`src/tcr_pkg.sv`:
```
// Constants, types and helpers shared by the timer control block
// How it works
// - First control register: channel A selector bits 7:6, B 5:4, C 3:2.
// - Selector 1x connects compare output, 01 only in non-PWM (A also in four PWM modes); direction bit gates driver.
// - Waveform mode is first reg bits 1:0 plus second reg bits 4:3.
// - Non-PWM: 00 off, 01 toggle, 10 clear, 11 set on match.
// - Fast PWM: 10 clears on match, sets at bottom; 11 the inverse.
// - Fast PWM: match at top ignored when selector high bit set.
// - Dual slope: 10 clears on up match, sets on down; 11 reverse.
// - Second reg bit 7 enables four-equal-sample capture filter.
// - Second reg bit 6 picks capture edge: 0 falling, 1 rising.
// - Capture edge copies counter to capture register and sets flag.
// - Modes using capture register as top disable capture.
// - Clock selector 000 stops the counter: no count ticks.
// - Clock selector offers prescaled divisions including 64, 256, 1024.
// - Selector 110 counts falling, 111 rising edges of count pin.
// - External count pin counts even when configured as output.
// - First control register fully read/write, resets to zero.
// - Dual slope: code 10 non-inverted sense, code 11 inverted sense.
`default_nettype none
package tcr_pkg;
  // ****************************************************************
  // Register map (byte addresses)
  // ****************************************************************
  localparam logic [3:0] ADDR_CTRL_FIRST  = 4'h0;
  localparam logic [3:0] ADDR_CTRL_SECOND = 4'h4;
  localparam logic [3:0] ADDR_STATUS      = 4'h8;
  localparam logic [3:0] ADDR_CAPTURE     = 4'hC;
  localparam logic [7:0] CTRL_RESET       = 8'h00;
  localparam logic [7:0] SECOND_WR_MASK   = 8'hDF;
  // ****************************************************************
  // Field positions
  // ****************************************************************
  localparam int SEL_A_HI = 7;
  localparam int SEL_B_HI = 5;
  localparam int SEL_C_HI = 3;
  localparam int FILTER_BIT = 7;
  localparam int EDGE_BIT   = 6;
  localparam int FLAG_BIT   = 0;
  localparam int NCHAN      = 3;
  localparam int FILTER_LEN = 4;
  // ****************************************************************
  // Modes and clock selector codes
  // ****************************************************************
  localparam logic [3:0] MODE_PFC_ICR  = 4'h8;
  localparam logic [3:0] MODE_PFC_OCR  = 4'h9;
  localparam logic [3:0] MODE_PC_ICR   = 4'hA;
  localparam logic [3:0] MODE_PC_OCR   = 4'hB;
  localparam logic [3:0] MODE_CTC_ICR  = 4'hC;
  localparam logic [3:0] MODE_FAST_ICR = 4'hE;
  localparam logic [3:0] MODE_FAST_OCR = 4'hF;
  localparam logic [2:0] CS_STOP = 3'h0;
  localparam logic [2:0] CS_FALL = 3'h6;
  localparam logic [2:0] CS_RISE = 3'h7;
  localparam logic [1:0] SEL_OFF    = 2'h0;
  localparam logic [1:0] SEL_TOGGLE = 2'h1;
  localparam logic [1:0] SEL_CLEAR  = 2'h2;

  typedef enum logic [1:0] {WAVE_NONPWM, WAVE_FAST, WAVE_DUAL} tcr_wave_t;

  // Classify a waveform mode into its output behaviour family
  function automatic tcr_wave_t wave_kind(input logic [3:0] m);
    unique case (m)
      4'h5, 4'h6, 4'h7, MODE_FAST_ICR, MODE_FAST_OCR: wave_kind = WAVE_FAST;
      4'h1, 4'h2, 4'h3, MODE_PFC_ICR, MODE_PFC_OCR,
      MODE_PC_ICR, MODE_PC_OCR: wave_kind = WAVE_DUAL;
      default: wave_kind = WAVE_NONPWM;
    endcase
  endfunction

  // Low-bit mask of the prescaler for each divider code
  function automatic logic [9:0] div_mask(input logic [2:0] cs);
    unique case (cs)
      3'h1:    div_mask = 10'h000;
      3'h2:    div_mask = 10'h007;
      3'h3:    div_mask = 10'h03F;
      3'h4:    div_mask = 10'h0FF;
      3'h5:    div_mask = 10'h3FF;
      default: div_mask = 10'h000;
    endcase
  endfunction
endpackage
`default_nettype wire

```
`src/tcr_ctrl.sv`:
```
// Timer control registers, compare output stage, clock select, capture
//
// The Wishbone interface to the registers and the register offsets were decided locally.
`default_nettype none
module tcr_ctrl
  import tcr_pkg::*;
(
  input  wire logic        clk_i,
  input  wire logic        rst_i,
  input  wire logic        ce_i,
  // Wishbone classic slave
  input  wire logic        cyc_i,
  input  wire logic        stb_i,
  input  wire logic        we_i,
  input  wire logic [3:0]  adr_i,
  input  wire logic [3:0]  sel_i,
  input  wire logic [31:0] dat_i,
  output logic      [31:0] dat_o,
  output logic             ack_o,
  // Counter core, same clock
  input  wire logic [15:0] counter_value_i,
  input  wire logic [2:0]  match_i,
  input  wire logic [2:0]  match_at_top_i,
  input  wire logic        at_bottom_i,
  input  wire logic        count_up_i,
  output logic             count_tick_o,
  output logic [3:0]       waveform_mode_sel_o,
  output logic             capture_event_flag_o,
  // Port pins
  input  wire logic [2:0]  port_dir_i,
  input  wire logic [2:0]  port_data_i,
  output logic [2:0]       pin_out_o,
  output logic [2:0]       pin_oe_o,
  input  wire logic        external_count_pin_i,
  input  wire logic        capture_input_pin_i
);

  // ****************************************************************
  // Registers and state
  // ****************************************************************
  logic [7:0]  ctrl_first;
  logic [7:0]  ctrl_second;
  logic [15:0] capture_value_reg;
  logic        capture_event_flag;
  logic [2:0]  compare_out;
  logic [9:0]  prescale;
  logic [1:0]  ext_sync;
  logic        ext_prev;
  logic [1:0]  cap_sync;
  logic [FILTER_LEN-1:0] cap_hist;
  logic        cap_filtered;
  logic        cap_prev;

  // ****************************************************************
  // Field decode
  // ****************************************************************
  wire [1:0] chan_a_output_select = ctrl_first[SEL_A_HI -: 2];
  wire [1:0] chan_b_output_select = ctrl_first[SEL_B_HI -: 2];
  wire [1:0] chan_c_output_select = ctrl_first[SEL_C_HI -: 2];
  wire [1:0] waveform_mode_low    = ctrl_first[1:0];
  wire [1:0] waveform_mode_high   = ctrl_second[4:3];
  wire [3:0] waveform_mode_sel    = {waveform_mode_high,
                                     waveform_mode_low};
  wire       capture_filter_enable = ctrl_second[FILTER_BIT];
  wire       capture_edge_select   = ctrl_second[EDGE_BIT];
  wire [2:0] count_clock_select    = ctrl_second[2:0];
  wire [5:0] sel_all = {chan_c_output_select, chan_b_output_select,
                        chan_a_output_select};
  tcr_wave_t wave;
  assign wave = wave_kind(waveform_mode_sel);

  // ****************************************************************
  // Wishbone decode
  // ****************************************************************
  wire bus_req   = cyc_i && stb_i && !ack_o;
  wire bus_wr    = bus_req && we_i && sel_i[0];
  wire wr_first  = bus_wr && (adr_i == ADDR_CTRL_FIRST);
  wire wr_second = bus_wr && (adr_i == ADDR_CTRL_SECOND);
  wire clr_flag  = bus_wr && (adr_i == ADDR_STATUS) && dat_i[FLAG_BIT];
  logic [31:0] next_dat;
  always_comb begin
    unique case (adr_i)
      ADDR_CTRL_FIRST:  next_dat = {24'h000000, ctrl_first};
      ADDR_CTRL_SECOND: next_dat = {24'h000000, ctrl_second};
      ADDR_STATUS:      next_dat = {31'h00000000, capture_event_flag};
      ADDR_CAPTURE:     next_dat = {16'h0000, capture_value_reg};
      default:          next_dat = 32'h00000000;
    endcase
  end

  // Bus answer one cycle after the request; unmapped reads give zero
  always_ff @(posedge clk_i) begin
    if (rst_i) begin
      ack_o <= 1'b0;
      dat_o <= 32'h00000000;
    end else if (ce_i) begin
      ack_o <= bus_req;
      if (bus_req) dat_o <= next_dat;
    end
  end

  // Control registers; reserved bit 5 of the second register is never stored, reads zero
  always_ff @(posedge clk_i) begin
    if (rst_i) begin
      ctrl_first  <= CTRL_RESET;
      ctrl_second <= CTRL_RESET;
    end else if (ce_i) begin
      if (wr_first) ctrl_first <= dat_i[7:0];
      if (wr_second) ctrl_second <= dat_i[7:0] & SECOND_WR_MASK;
    end
  end

  // ****************************************************************
  // Count clock select
  // ****************************************************************
  wire [9:0] pmask    = div_mask(count_clock_select);
  wire       pre_tick = (prescale & pmask) == pmask;
  // Pin is read regardless of its direction, so software can drive it
  wire ext_rise = ext_sync[1] && !ext_prev;
  wire ext_fall = !ext_sync[1] && ext_prev;
  logic next_tick;
  always_comb begin
    unique case (count_clock_select)
      CS_STOP: next_tick = 1'b0;
      CS_FALL: next_tick = ext_fall;
      CS_RISE: next_tick = ext_rise;
      default: next_tick = pre_tick;
    endcase
  end

  // Prescaler runs free; sharing it costs phase control on restart
  always_ff @(posedge clk_i) begin
    if (rst_i) begin
      prescale     <= 10'h000;
      ext_sync     <= 2'b00;
      ext_prev     <= 1'b0;
      count_tick_o <= 1'b0;
    end else if (ce_i) begin
      prescale     <= prescale + 10'h001;
      ext_sync     <= {ext_sync[0], external_count_pin_i};
      ext_prev     <= ext_sync[1];
      count_tick_o <= next_tick;
    end
  end

  // ****************************************************************
  // Input capture
  // ****************************************************************
  wire icr_is_top = (waveform_mode_sel == MODE_PFC_ICR) ||
                    (waveform_mode_sel == MODE_PC_ICR)  ||
                    (waveform_mode_sel == MODE_CTC_ICR) ||
                    (waveform_mode_sel == MODE_FAST_ICR);
  wire hist_ones  = &cap_hist;
  wire hist_zeros = ~|cap_hist;
  // Filter output moves only after four equal samples
  wire next_filt  = hist_ones ? 1'b1 : (hist_zeros ? 1'b0 : cap_filtered);
  wire cap_level  = capture_filter_enable ? cap_filtered
                                          : cap_sync[1];
  wire cap_edge   = capture_edge_select ? (cap_level && !cap_prev)
                                        : (!cap_level && cap_prev);
  wire cap_take   = cap_edge && !icr_is_top;

  // Synchroniser, filter history and edge memory
  always_ff @(posedge clk_i) begin
    if (rst_i) begin
      cap_sync     <= 2'b00;
      cap_hist     <= '0;
      cap_filtered <= 1'b0;
      cap_prev     <= 1'b0;
    end else if (ce_i) begin
      cap_sync     <= {cap_sync[0], capture_input_pin_i};
      cap_hist     <= {cap_hist[FILTER_LEN-2:0], cap_sync[1]};
      cap_filtered <= next_filt;
      cap_prev     <= cap_level;
    end
  end

  // Capture value and flag; a new capture wins over a clear
  always_ff @(posedge clk_i) begin
    if (rst_i) begin
      capture_value_reg  <= 16'h0000;
      capture_event_flag <= 1'b0;
    end else if (ce_i) begin
      if (cap_take) capture_value_reg <= counter_value_i;
      if (cap_take) capture_event_flag <= 1'b1;
      else if (clr_flag) capture_event_flag <= 1'b0;
    end
  end

  // ****************************************************************
  // Compare output stage
  // ****************************************************************
  logic [2:0] next_oc;
  always_comb begin
    for (int c = 0; c < NCHAN; c++) begin
      logic [1:0] s;
      logic       inv;
      s       = sel_all[2*c +: 2];
      inv     = s[0];
      next_oc[c] = compare_out[c];
      unique case (wave)
        WAVE_NONPWM: begin
          if (match_i[c] && s != SEL_OFF) begin
            next_oc[c] = (s == SEL_TOGGLE) ? !compare_out[c] : s[0];
          end
        end
        WAVE_FAST: begin
          if (s == SEL_TOGGLE) begin
            if (c == 0 && match_i[c] &&
                (waveform_mode_sel == MODE_FAST_ICR ||
                 waveform_mode_sel == MODE_FAST_OCR)) begin
              next_oc[c] = !compare_out[c];
            end
          end else if (s[1]) begin
            if (at_bottom_i) next_oc[c] = !inv;
            if (match_i[c] && !match_at_top_i[c]) begin
              next_oc[c] = inv;
            end
          end
        end
        WAVE_DUAL: begin
          if (s == SEL_TOGGLE) begin
            if (c == 0 && match_i[c] &&
                (waveform_mode_sel == MODE_PFC_OCR ||
                 waveform_mode_sel == MODE_PC_OCR)) begin
              next_oc[c] = !compare_out[c];
            end
          end else if (s[1] && match_i[c]) begin
            // Code 10 is the non-inverted sense, 11 inverted
            next_oc[c] = count_up_i ? inv : !inv;
          end
        end
        default: next_oc[c] = compare_out[c];
      endcase
    end
  end

  // Selector 01 hands over all channels in non-PWM, in PWM only channel A in four modes
  wire in_nonpwm     = (wave == WAVE_NONPWM);
  wire fast_a_toggle = (waveform_mode_sel == MODE_FAST_ICR) ||
                       (waveform_mode_sel == MODE_FAST_OCR);
  wire dual_a_toggle = (waveform_mode_sel == MODE_PFC_OCR) ||
                       (waveform_mode_sel == MODE_PC_OCR);
  wire a_toggle_ok   = in_nonpwm || fast_a_toggle || dual_a_toggle;
  // Any other nonzero selector gives the pin to the timer
  wire [2:0] chan_connected = {
    chan_c_output_select[1] | (chan_c_output_select[0] & in_nonpwm),
    chan_b_output_select[1] | (chan_b_output_select[0] & in_nonpwm),
    chan_a_output_select[1] | (chan_a_output_select[0] & a_toggle_ok)
  };
  wire [2:0] next_pin = (chan_connected & next_oc) |
                        (~chan_connected & port_data_i);

  // Output levels and pin drive, registered
  always_ff @(posedge clk_i) begin
    if (rst_i) begin
      compare_out <= 3'b000;
      pin_out_o   <= 3'b000;
      pin_oe_o    <= 3'b000;
    end else if (ce_i) begin
      compare_out <= next_oc;
      pin_out_o   <= next_pin;
      pin_oe_o    <= port_dir_i;
    end
  end

  assign waveform_mode_sel_o  = waveform_mode_sel;
  assign capture_event_flag_o = capture_event_flag;
endmodule // tcr_ctrl
`default_nettype wire

```
`config.mk`:
```
export PLATFORM = sky130hd
export DESIGN_NAME = tcr_ctrl
export DESIGN_NICKNAME = d
export VERILOG_FILES = /design/src/tcr_pkg.sv /design/src/tcr_ctrl.sv
export SDC_FILE = /design/constraint.sdc
export NUM_CORES = 1
export LEC_CHECK = 0
export ABC_AREA = 1
export BUFFER_PORTS_ARGS = -buffer_cell sky130_fd_sc_hd__buf_2
export CAP_MARGIN = 20
export CORE_MARGIN = 2
export CORE_UTILIZATION = 41
export CTS_CLUSTER_SIZE = 30
export DETAILED_ROUTE_END_ITERATION = 7
export PLACE_DENSITY = 0.67
export SLEW_MARGIN = 10
export SYNTH_ARGS = -nofsm -noshare
export SYNTH_HDL_FRONTEND = slang
export SYNTH_SLANG_ARGS = --single-unit
```
`constraint.sdc`:
```
create_clock -name clk_i -period 1.8 [get_ports clk_i]
set_clock_uncertainty 0.05 [all_clocks]
set_input_delay 0.36 -clock clk_i [delete_from_list [all_inputs] [get_ports clk_i]]
set_output_delay 0.36 -clock clk_i [all_outputs]
set_load 0.01 [all_outputs]
```
* Word level (Yosys, flattened, before mapping)
Memories as Yosys holds them, arrays and structs flattened.
Cells that the tools add are included.
Widths: inputs -> output; s select.
** Operators by class
- $add $sub $neg :: 1
- $mul :: 0
- Divide/modulo/power cells :: 0
- Magnitude comparators :: 0
- Eq/ne operators :: 23
- Shifts and indexed selects :: 0
- Multiplexer cells :: 41
- Bitwise logic cells :: 11
- Reductions and logical operators :: 61
** Operators by type and width (count)
- $pmux 16 s4 :: 1
- $pmux 10 s4 :: 1
- $eq 4x4->1 const B :: 9
- $mux 1 :: 35
- $logic_and 1x1->1 :: 24
- $logic_not 1->1 :: 15
- $eq 3x3->1 const B :: 4
- $pmux 1 s3 :: 4
- $reduce_and 2->1 :: 6
- $add 10x1->10 const B :: 1
- $and 10x10->10 :: 1
- $eq 10x10->1 :: 1
- $eq 2x1->1 const B :: 4
- $reduce_bool 2->1 :: 4
- $logic_or 1x1->1 :: 7
- $and 3x3->3 :: 2
- $eq 3x2->1 const B :: 2
- $eq 4x3->1 const B :: 1
- $logic_not 4->1 :: 1
- $reduce_and 4->1 :: 1
- $reduce_or 4->1 :: 1
- $and 1x1->1 :: 3
- $logic_not 3->1 :: 1
- $not 3->3 :: 1
- 5 further kinds :: 7
** Storage, ports and cells
- Register bits after elaboration :: 96
- Bits in latches :: 0
- RAM bits :: 0
- ROM bits :: 32
- Output and inout port bits :: 45
- Memories kept :: 1
** Memory list
- (no name shown) :: depth 16, bits a word 2, rd ports 1, clocked after Yosys merged registers in 0, wr ports 0, line tcr_pkg.sv:63 : unique case (m)

* Logic depth before layout (Yosys ltp)
Gate-level depths: netlist of the first run.
- Depth after elaboration :: 9
- Depth in mapped cells :: 11

* Worst setup path after synthesis of the first run
OpenSTA, ideal clock, no wires.
- Path kind :: input-to-reg
- Start :: input match_i[0]
- End :: register compare_out[0]
- Setup time :: 0.116 ns
- Arrival :: 1.156 ns
- Setup slack :: 0.478 ns
- Stages on the path :: 9
- Buffers on the path :: 1
- Path through :: buf_2 nand2_1 nand2_1 xnor2_1 nor2_1 a21oi_1 nand3_1 o211ai_1 inv_1
** On the way
- Word-level cells in the longest chain between the ends :: 5
- Elaborated cells on any way between the ends :: 14
- Classes of those cells :: mux: 9; reduce/logical: 5
** Ends and longest elaborated chain
- start, declared :: line tcr_ctrl.sv:22 : input wire logic [2:0] match_i,
- $logic_and 1x1->1 :: line tcr_ctrl.sv:216 : if (match_i[c] && !match_at_top_i[c]) begin
- $mux 1 :: line tcr_ctrl.sv:216
- $mux 1 :: line tcr_ctrl.sv:214 : end else if (s[1]) begin
- $mux 1 :: line tcr_ctrl.sv:208 : if (s == SEL_TOGGLE) begin
- $pmux 1 s3 (*) :: line tcr_ctrl.sv:201 : unique case (wave)
- end signal, assigned :: line tcr_ctrl.sv:261 : compare_out <= next_oc;
- end, declared :: line tcr_ctrl.sv:45 : logic [2:0] compare_out;
Every way passes the cells marked *; elsewhere a longest branch is shown, timed or not.
A chain may end at the register's enable or synchronous reset.

* Worst setup path after layout of the first run
- Start :: register ctrl_first[0]
- End :: register pin_out_o[2]
** On the way
- Word-level cells in the longest chain between the ends :: 7
- Elaborated cells on any way between the ends :: 11
- Classes of those cells :: eq/ne: 2; mux: 1; bitwise: 6; reduce/logical: 1; memory: 1
** Ends and longest elaborated chain
- start, declared :: line tcr_ctrl.sv:41 : logic [7:0] ctrl_first;
- start signal, assigned :: line tcr_ctrl.sv:108 : if (wr_first) ctrl_first <= dat_i[7:0];
- $mem_v2 16x2 (*)
- $logic_not 2->1 :: line tcr_ctrl.sv:201, tcr_ctrl.sv:239
- $and 1x1->1 :: line tcr_ctrl.sv:247 : chan_c_output_select[1] | (chan_c_output_select[0] & in_nonpwm),
- $or 1x1->1 :: line tcr_ctrl.sv:247
- $not 3->3 :: line tcr_ctrl.sv:252 : (~chan_connected & port_data_i);
- $and 3x3->3 :: line tcr_ctrl.sv:252
- $or 3x3->3 (*) :: line tcr_ctrl.sv:251 : wire [2:0] next_pin = (chan_connected & next_oc) |
- end signal, assigned :: line tcr_ctrl.sv:262 : pin_out_o <= next_pin;
- end, declared :: line tcr_ctrl.sv:32 : output logic [2:0] pin_out_o,
Marks and branches as above.

==> key figures, run 1 <==
Job
  • Max-cap check violation count: 0

STA
  • Max Slew Vio Count: 0
  • Hold Vio Cnt, Final: 0
  • Endpoints failing setup: 0
  • RSZ-0062 raised after global routing: false
  • Max Freq: 650 MHz
  • Tcrit/Tclk final: 85.5%
  • Tmin final: 1.54 ns
  • Tightest hold margin: 0.178 ns
  • Setup TNS: 0 ns

Synthesis
  • Mux share of post-synthesis cell area: 0%
  • Yosys warning total: 0
  • Main combinational cell family by area after synthesis: compound AO/OA/AOI/OAI gates
  • Syn Inst Count: 534
  • #FFs+latches synth: 80
  • Post-Syn Area: 3780 sq um
  • Post-Synth XOR/XNOR Area: 1.16%
  • Register area share after synthesis: 42.4%
  • EDFF count, synth: 0
  • Synth cell types: 34
  • Post-synthesis async set-or-reset flop share: 0%
  • Yosys top cell area share: 42.4%
  • Compound-cell area share of the yosys netlist: 21.5%
  • Synth Area in Simple Gates: 20.8%
  • Adder-cell share of the synthesized area: 0.331%
  • Primary FF master, synth: dfxtp_1
  • Yosys top cell by area: dfxtp_1
  • Synth top area cells: dfxtp_1 42%, nand2_1 8.8%, o21ai_0 7.8%, a21oi_1 7.7%, inv_1 6.5%
  • Post-synthesis average cell area: 7.07 sq um

Drt
  • Antenna-violating nets left: 0
  • DR vias: 3,538
  • DR iter-0 viols: 157
  • Via-to-Cell Ratio: 4.89
  • # DRC: 0
  • Avg WL per Cell: 12.6 microns
  • TritonRoute pass-1 iters: 7
  • Routed wire length: 9080 microns

Clocking
  • H-tree depth: 3
  • Number of setup buffers added after CTS: 0
  • Clk_lat worst skew: 0.35 ns
  • CTS buffer count: 9
  • Post-CTS Hold Fix Bufs: 0
  • Post-CTS sizing: 0
  • CTS clock-pin slew for the worst setup and hold paths: 0.08 ns
  • Clk sinks: 80
  • CTS tree: built
  • CTS Root Cell: clkbuf_8
  • Worst-case clock buffer depth: 2

Die
  • Die Width: 100 microns
  • Num ports: 123
  • Placeable Area: 9110 sq um
  • Cell Rows: 35
  • Total die area: 10000 sq um
  • Die Ht: 100 microns
  • Effective utilization at floorplan: 41.5%

Min path
  • HP Class: primary input to flop
  • Hold_sp: port_dir_i[2]
  • End of the worst hold path: pin_oe_o[2]
  • Worst hold stages: 3

Placed design
  • Cell area after placement: 4190 sq um
  • Post-DP HPWL: 6630 microns
  • # port buffers: 79
  • GP Congestion: 0.830

Finish
  • Design area: 4390 sq um
  • Layout Nets: 686
  • Most common cell after layout, fill and taps aside: nand2_1
  • Most frequent cells in the layout: 89 x nand2_1, 80 x dfxtp_1, 79 x buf_2, 65 x inv_1, 59 x o21ai_0
  • Fin util: 48.2%
  • Synth-to-layout area growth: 16.2%
  • Ratio of cells with drive above 1 in the final layout: 19.0%
  • Antenna diodes: 0
  • Fillers: 954

Status
  • Outcome: finished clean

Worst setup path
  • CP arrival: 1.78 ns
  • Worst Path Required: 2.04 ns
  • Worst r2r src: ctrl_first[0]
  • Crit Path Max Fanout: 5
  • RR Endpoint: pin_out_o[2]
  • Critical path class: flop to flop
  • Reg2Reg Depth: 9
  • Reg2reg setup slack: 0.26 ns
  • Crit start category: flop
  • Setup crit end kind: flop

GRT
  • Overall Global Routing Usage: 18.5%
  • First-pass GRT wire length: 15,000 microns
  • Vias in the first global route: 3,289
  • Met2 Resource Use GR: 32.7%
  • Grt ovf: 0
  • Top Usage Layer GRT: met2
  • Largest net degree at the start of global routing: 51
  • Met1 GRT Util: 22.7%
  • M3 GR Usage: 2.99%
  • Initial antenna violation count: 0

Power
  • Worst vdd ir: 0.318 mV
  • Cell Pwr Density: 805 nW/um^2
  • Leakage power: 1.95 nW
-- kinds of logic after synthesis --
family                   count (synthesis)
AND/OR/NAND/NOR                        187
adder cells (fa/ha/maj)                  1
other                                    1
buffers and inverters                  111
AO/OA/AOI/OAI                          149
flip-flops                              80
XOR/XNOR                                 5
-- metrics by stage --
step,power [mW],worst slack (ns),instances
after floorplan,2.14,0.478,549
after global routing,3.69,0.0503,723
after global placement,2.24,0.223,707
final,3.53,0.261,723
after detailed placement,2.26,0.199,707
after CTS,3.56,0.259,723
-- layout make-up --
| type | count | area (sq um) | area share, % |
|---|---|---|---|
| clock buffers | 10 | 128 | 2.91 |
| clock inverters | 6 | 67.6 | 1.54 |
| inverters | 70 | 263 | 5.99 |
| well taps | 111 | 139 | 3.17 |
| flip-flops and latches | 80 | 1600 | 36.5 |
| repair buffers | 88 | 475 | 10.8 |
| multi-input cells | 358 | 1710 | 39.1 |
-- report_power, final --
group	total [mW]	internal, mW	switching (mW)
Sequential	1.86	1.83	0.0321
Combinational	0.349	0.135	0.215
Clock	1.32	0.646	0.674
-- how the worst max path moves through the flow --
stage                  startpoint              to  slack, ns  depth (start not counted)
finish              ctrl_first[0]    pin_out_o[2]       0.26                          9
CTS                 ctrl_first[0]    pin_out_o[1]       0.26                          9
global route        ctrl_first[0]    pin_out_o[1]       0.05                          9
global placement             ce_i        dat_o[0]       0.22                          8
floorplan              match_i[0]  compare_out[0]       0.48                          9
detailed placement           ce_i        dat_o[3]       0.20                          8
-- cells in the mapped netlist, drive strengths merged, types with 2 or more instances --
master,count
nand2,91
dfxtp,80
inv,70
o21ai,65
a21oi,58
nor2,57
buf,28
nand3,27
clkbuf,13
a22oi,8
nor3,7
o22ai,6
o211ai,4
o21a,3
o221ai,3
xnor2,3
nand4,2
xor2,2
-- per-layer routing --
layer  vias to the layer above  wire, microns
met5                         -              0
met2                        58           4590
met1                      1618           4120
met4                         0            123
li1                       1852              -
met3                        10            246
-- critical path, stage by stage, from the launching register on --
cell and delay [ns]:
dfxtp_1 0.34, inv_1 0.14, nand3_1 0.10, nand2_2 0.12
nand2_2 0.11, o21ai_0 0.28, o21ai_0 0.12, inv_1 0.06
nand2_1 0.05, a21oi_1 0.11
No activity file was read; power rests on OpenSTA's default activity.
==> run 2, diff against run 1 <==
==> constraint.sdc (replaced) <==
create_clock -name clk_i -period 1.9 [get_ports clk_i]
set_clock_uncertainty 0.05 [all_clocks]
set_input_delay 0.38 -clock clk_i [delete_from_list [all_inputs] [get_ports clk_i]]
set_output_delay 0.38 -clock clk_i [all_outputs]
set_load 0.01 [all_outputs]
==> key figures, run 2 (same netlist as run 1, synthesis figures left out) <==
GRT
  • Overall Global Routing Usage: 18.3%
  • Initial antenna violation count: 0
  • Largest net degree at the start of global routing: 51
  • Grt ovf: 0
  • Vias in the first global route: 3,220
  • First-pass GRT wire length: 14,700 microns

STA
  • Endpoints failing setup: 0
  • Max Slew Vio Count: 0
  • Tmin final: 1.56 ns
  • RSZ-0062 raised after global routing: false
  • Final Worst Setup Slack: 0.337 ns
  • Max Freq: 640 MHz
  • Setup TNS: 0 ns
  • Hold Vio Cnt, Final: 0
  • Tcrit/Tclk final: 82.3%

Finish
  • Ratio of cells with drive above 1 in the final layout: 18.7%
  • Most common cell after layout, fill and taps aside: nand2_1
  • Most frequent cells in the layout: 89 x nand2_1, 80 x dfxtp_1, 79 x buf_2, 65 x inv_1, 59 x o21ai_0
  • Antenna diodes: 0
  • Fin util: 48.1%
  • Fillers: 934
  • Layout Nets: 684
  • Synth-to-layout area growth: 16.1%

Die
  • Placeable Area: 9110 sq um
  • Die Width: 100 microns
  • Num ports: 123
  • Cell Rows: 35
  • Die Ht: 100 microns
  • Total die area: 10000 sq um
  • Effective utilization at floorplan: 41.5%

Worst setup path
  • Worst Path Required: 2.13 ns
  • Setup crit end kind: flop
  • CP arrival: 1.80 ns
  • Critical path class: flop to flop
  • Crit start category: flop
  • Crit Path Max Fanout: 5

Drt
  • TritonRoute pass-1 iters: 5
  • DR vias: 3,506
  • # DRC: 0
  • Routed wire length: 8980 microns
  • DR iter-0 viols: 157
  • Antenna-violating nets left: 0
  • Avg WL per Cell: 12.5 microns
  • Via-to-Cell Ratio: 4.87

Clocking
  • Worst-case clock buffer depth: 2
  • Post-CTS sizing: 0
  • H-tree depth: 3
  • Clk sinks: 80
  • CTS tree: built
  • Post-CTS Hold Fix Bufs: 0
  • Clk_lat worst skew: 0.35 ns
  • CTS Root Cell: clkbuf_8
  • CTS buffer count: 9
  • CTS clock-pin slew for the worst setup and hold paths: 0.08 ns
  • Number of setup buffers added after CTS: 0

Placed design
  • Pre-CTS setup slack: 0.143 ns
  • # port buffers: 79
  • GP Congestion: 0.802
  • Post-DP HPWL: 6590 microns

Power
  • Worst vdd ir: 0.336 mV
  • Leakage power: 1.95 nW
  • Cell Pwr Density: 790 nW/um^2

Status
  • Outcome: finished clean

Min path
  • HP Class: primary input to flop

Job
  • Max-cap check violation count: 0
## run 2: changes by cell type in the layout (fill, tap and decap cells not counted), sizes merged
cell	change
buf	-2
bufinv	+1
clkinvlp	-1
inv	-1
## run 2: critical path, stage by stage (launching register included)
cell and delay, ns:
dfxtp_1 0.35, inv_1 0.14, nand3_1 0.10, nand2_2 0.12, nand2_2 0.10, o21ai_0 0.27, o21ai_0 0.12, inv_1 0.06
nand2_1 0.06, a21oi_1 0.12
## run 2: power breakdown
part / internal (mW) / switching (mW)
sequential: 1.73 / 0.0307
clock: 0.768 / 0.606
combinational: 0.123 / 0.202
## run 2: final cells by class
| class | count | area [sq um] | share of cell area (%) |
|---|---|---|---|
| repair buffers | 86 | 448 | 10.2 |
| inverters | 70 | 263 | 5.99 |
| flip-flops and latches | 80 | 1600 | 36.5 |
| clock inverters | 5 | 81.3 | 1.86 |
| multi-input cells | 358 | 1710 | 39.1 |
| clock buffers | 10 | 138 | 3.14 |
| well taps | 111 | 139 | 3.17 |
## run 2: routing by layer
metal | global-route usage [%] | wire length (microns) | vias up
met2 | 32.5 | 4470 | 67
met1 | 22.0 | 4040 | 1584
met4 | 6.01 | 129 | 0
met5 | 0 | 0 | -
li1 | - | - | 1844
met3 | 3.97 | 343 | 11
## run 2: per-stage QoR
| stage | area [sq um] | std cells | total power, mW | hold WS, ns |
|---|---|---|---|---|
| final | 4380 | 720 | 3.46 | 0.204 |
| after global routing | 4380 | 720 | 3.62 | 0.205 |
| after CTS | 4380 | 720 | 3.50 | 0.193 |
| after detailed placement | 4170 | 705 | 2.13 | 0.389 |
| after global placement | 4170 | 705 | 2.12 | 0.382 |
| after floorplan | 3830 | 549 | 2.03 | 0.373 |
## run 2: final timing paths
path	start	slack, ns	cells after the start	endpoint
min	port_dir_i[1]	0.20	3	pin_oe_o[1]
min reg2reg	capture_value_reg[15]	0.40	2	capture_value_reg[15]
max reg2reg	ctrl_first[0]	0.34	9	pin_out_o[1]
max	ctrl_first[0]	0.34	9	pin_out_o[1]
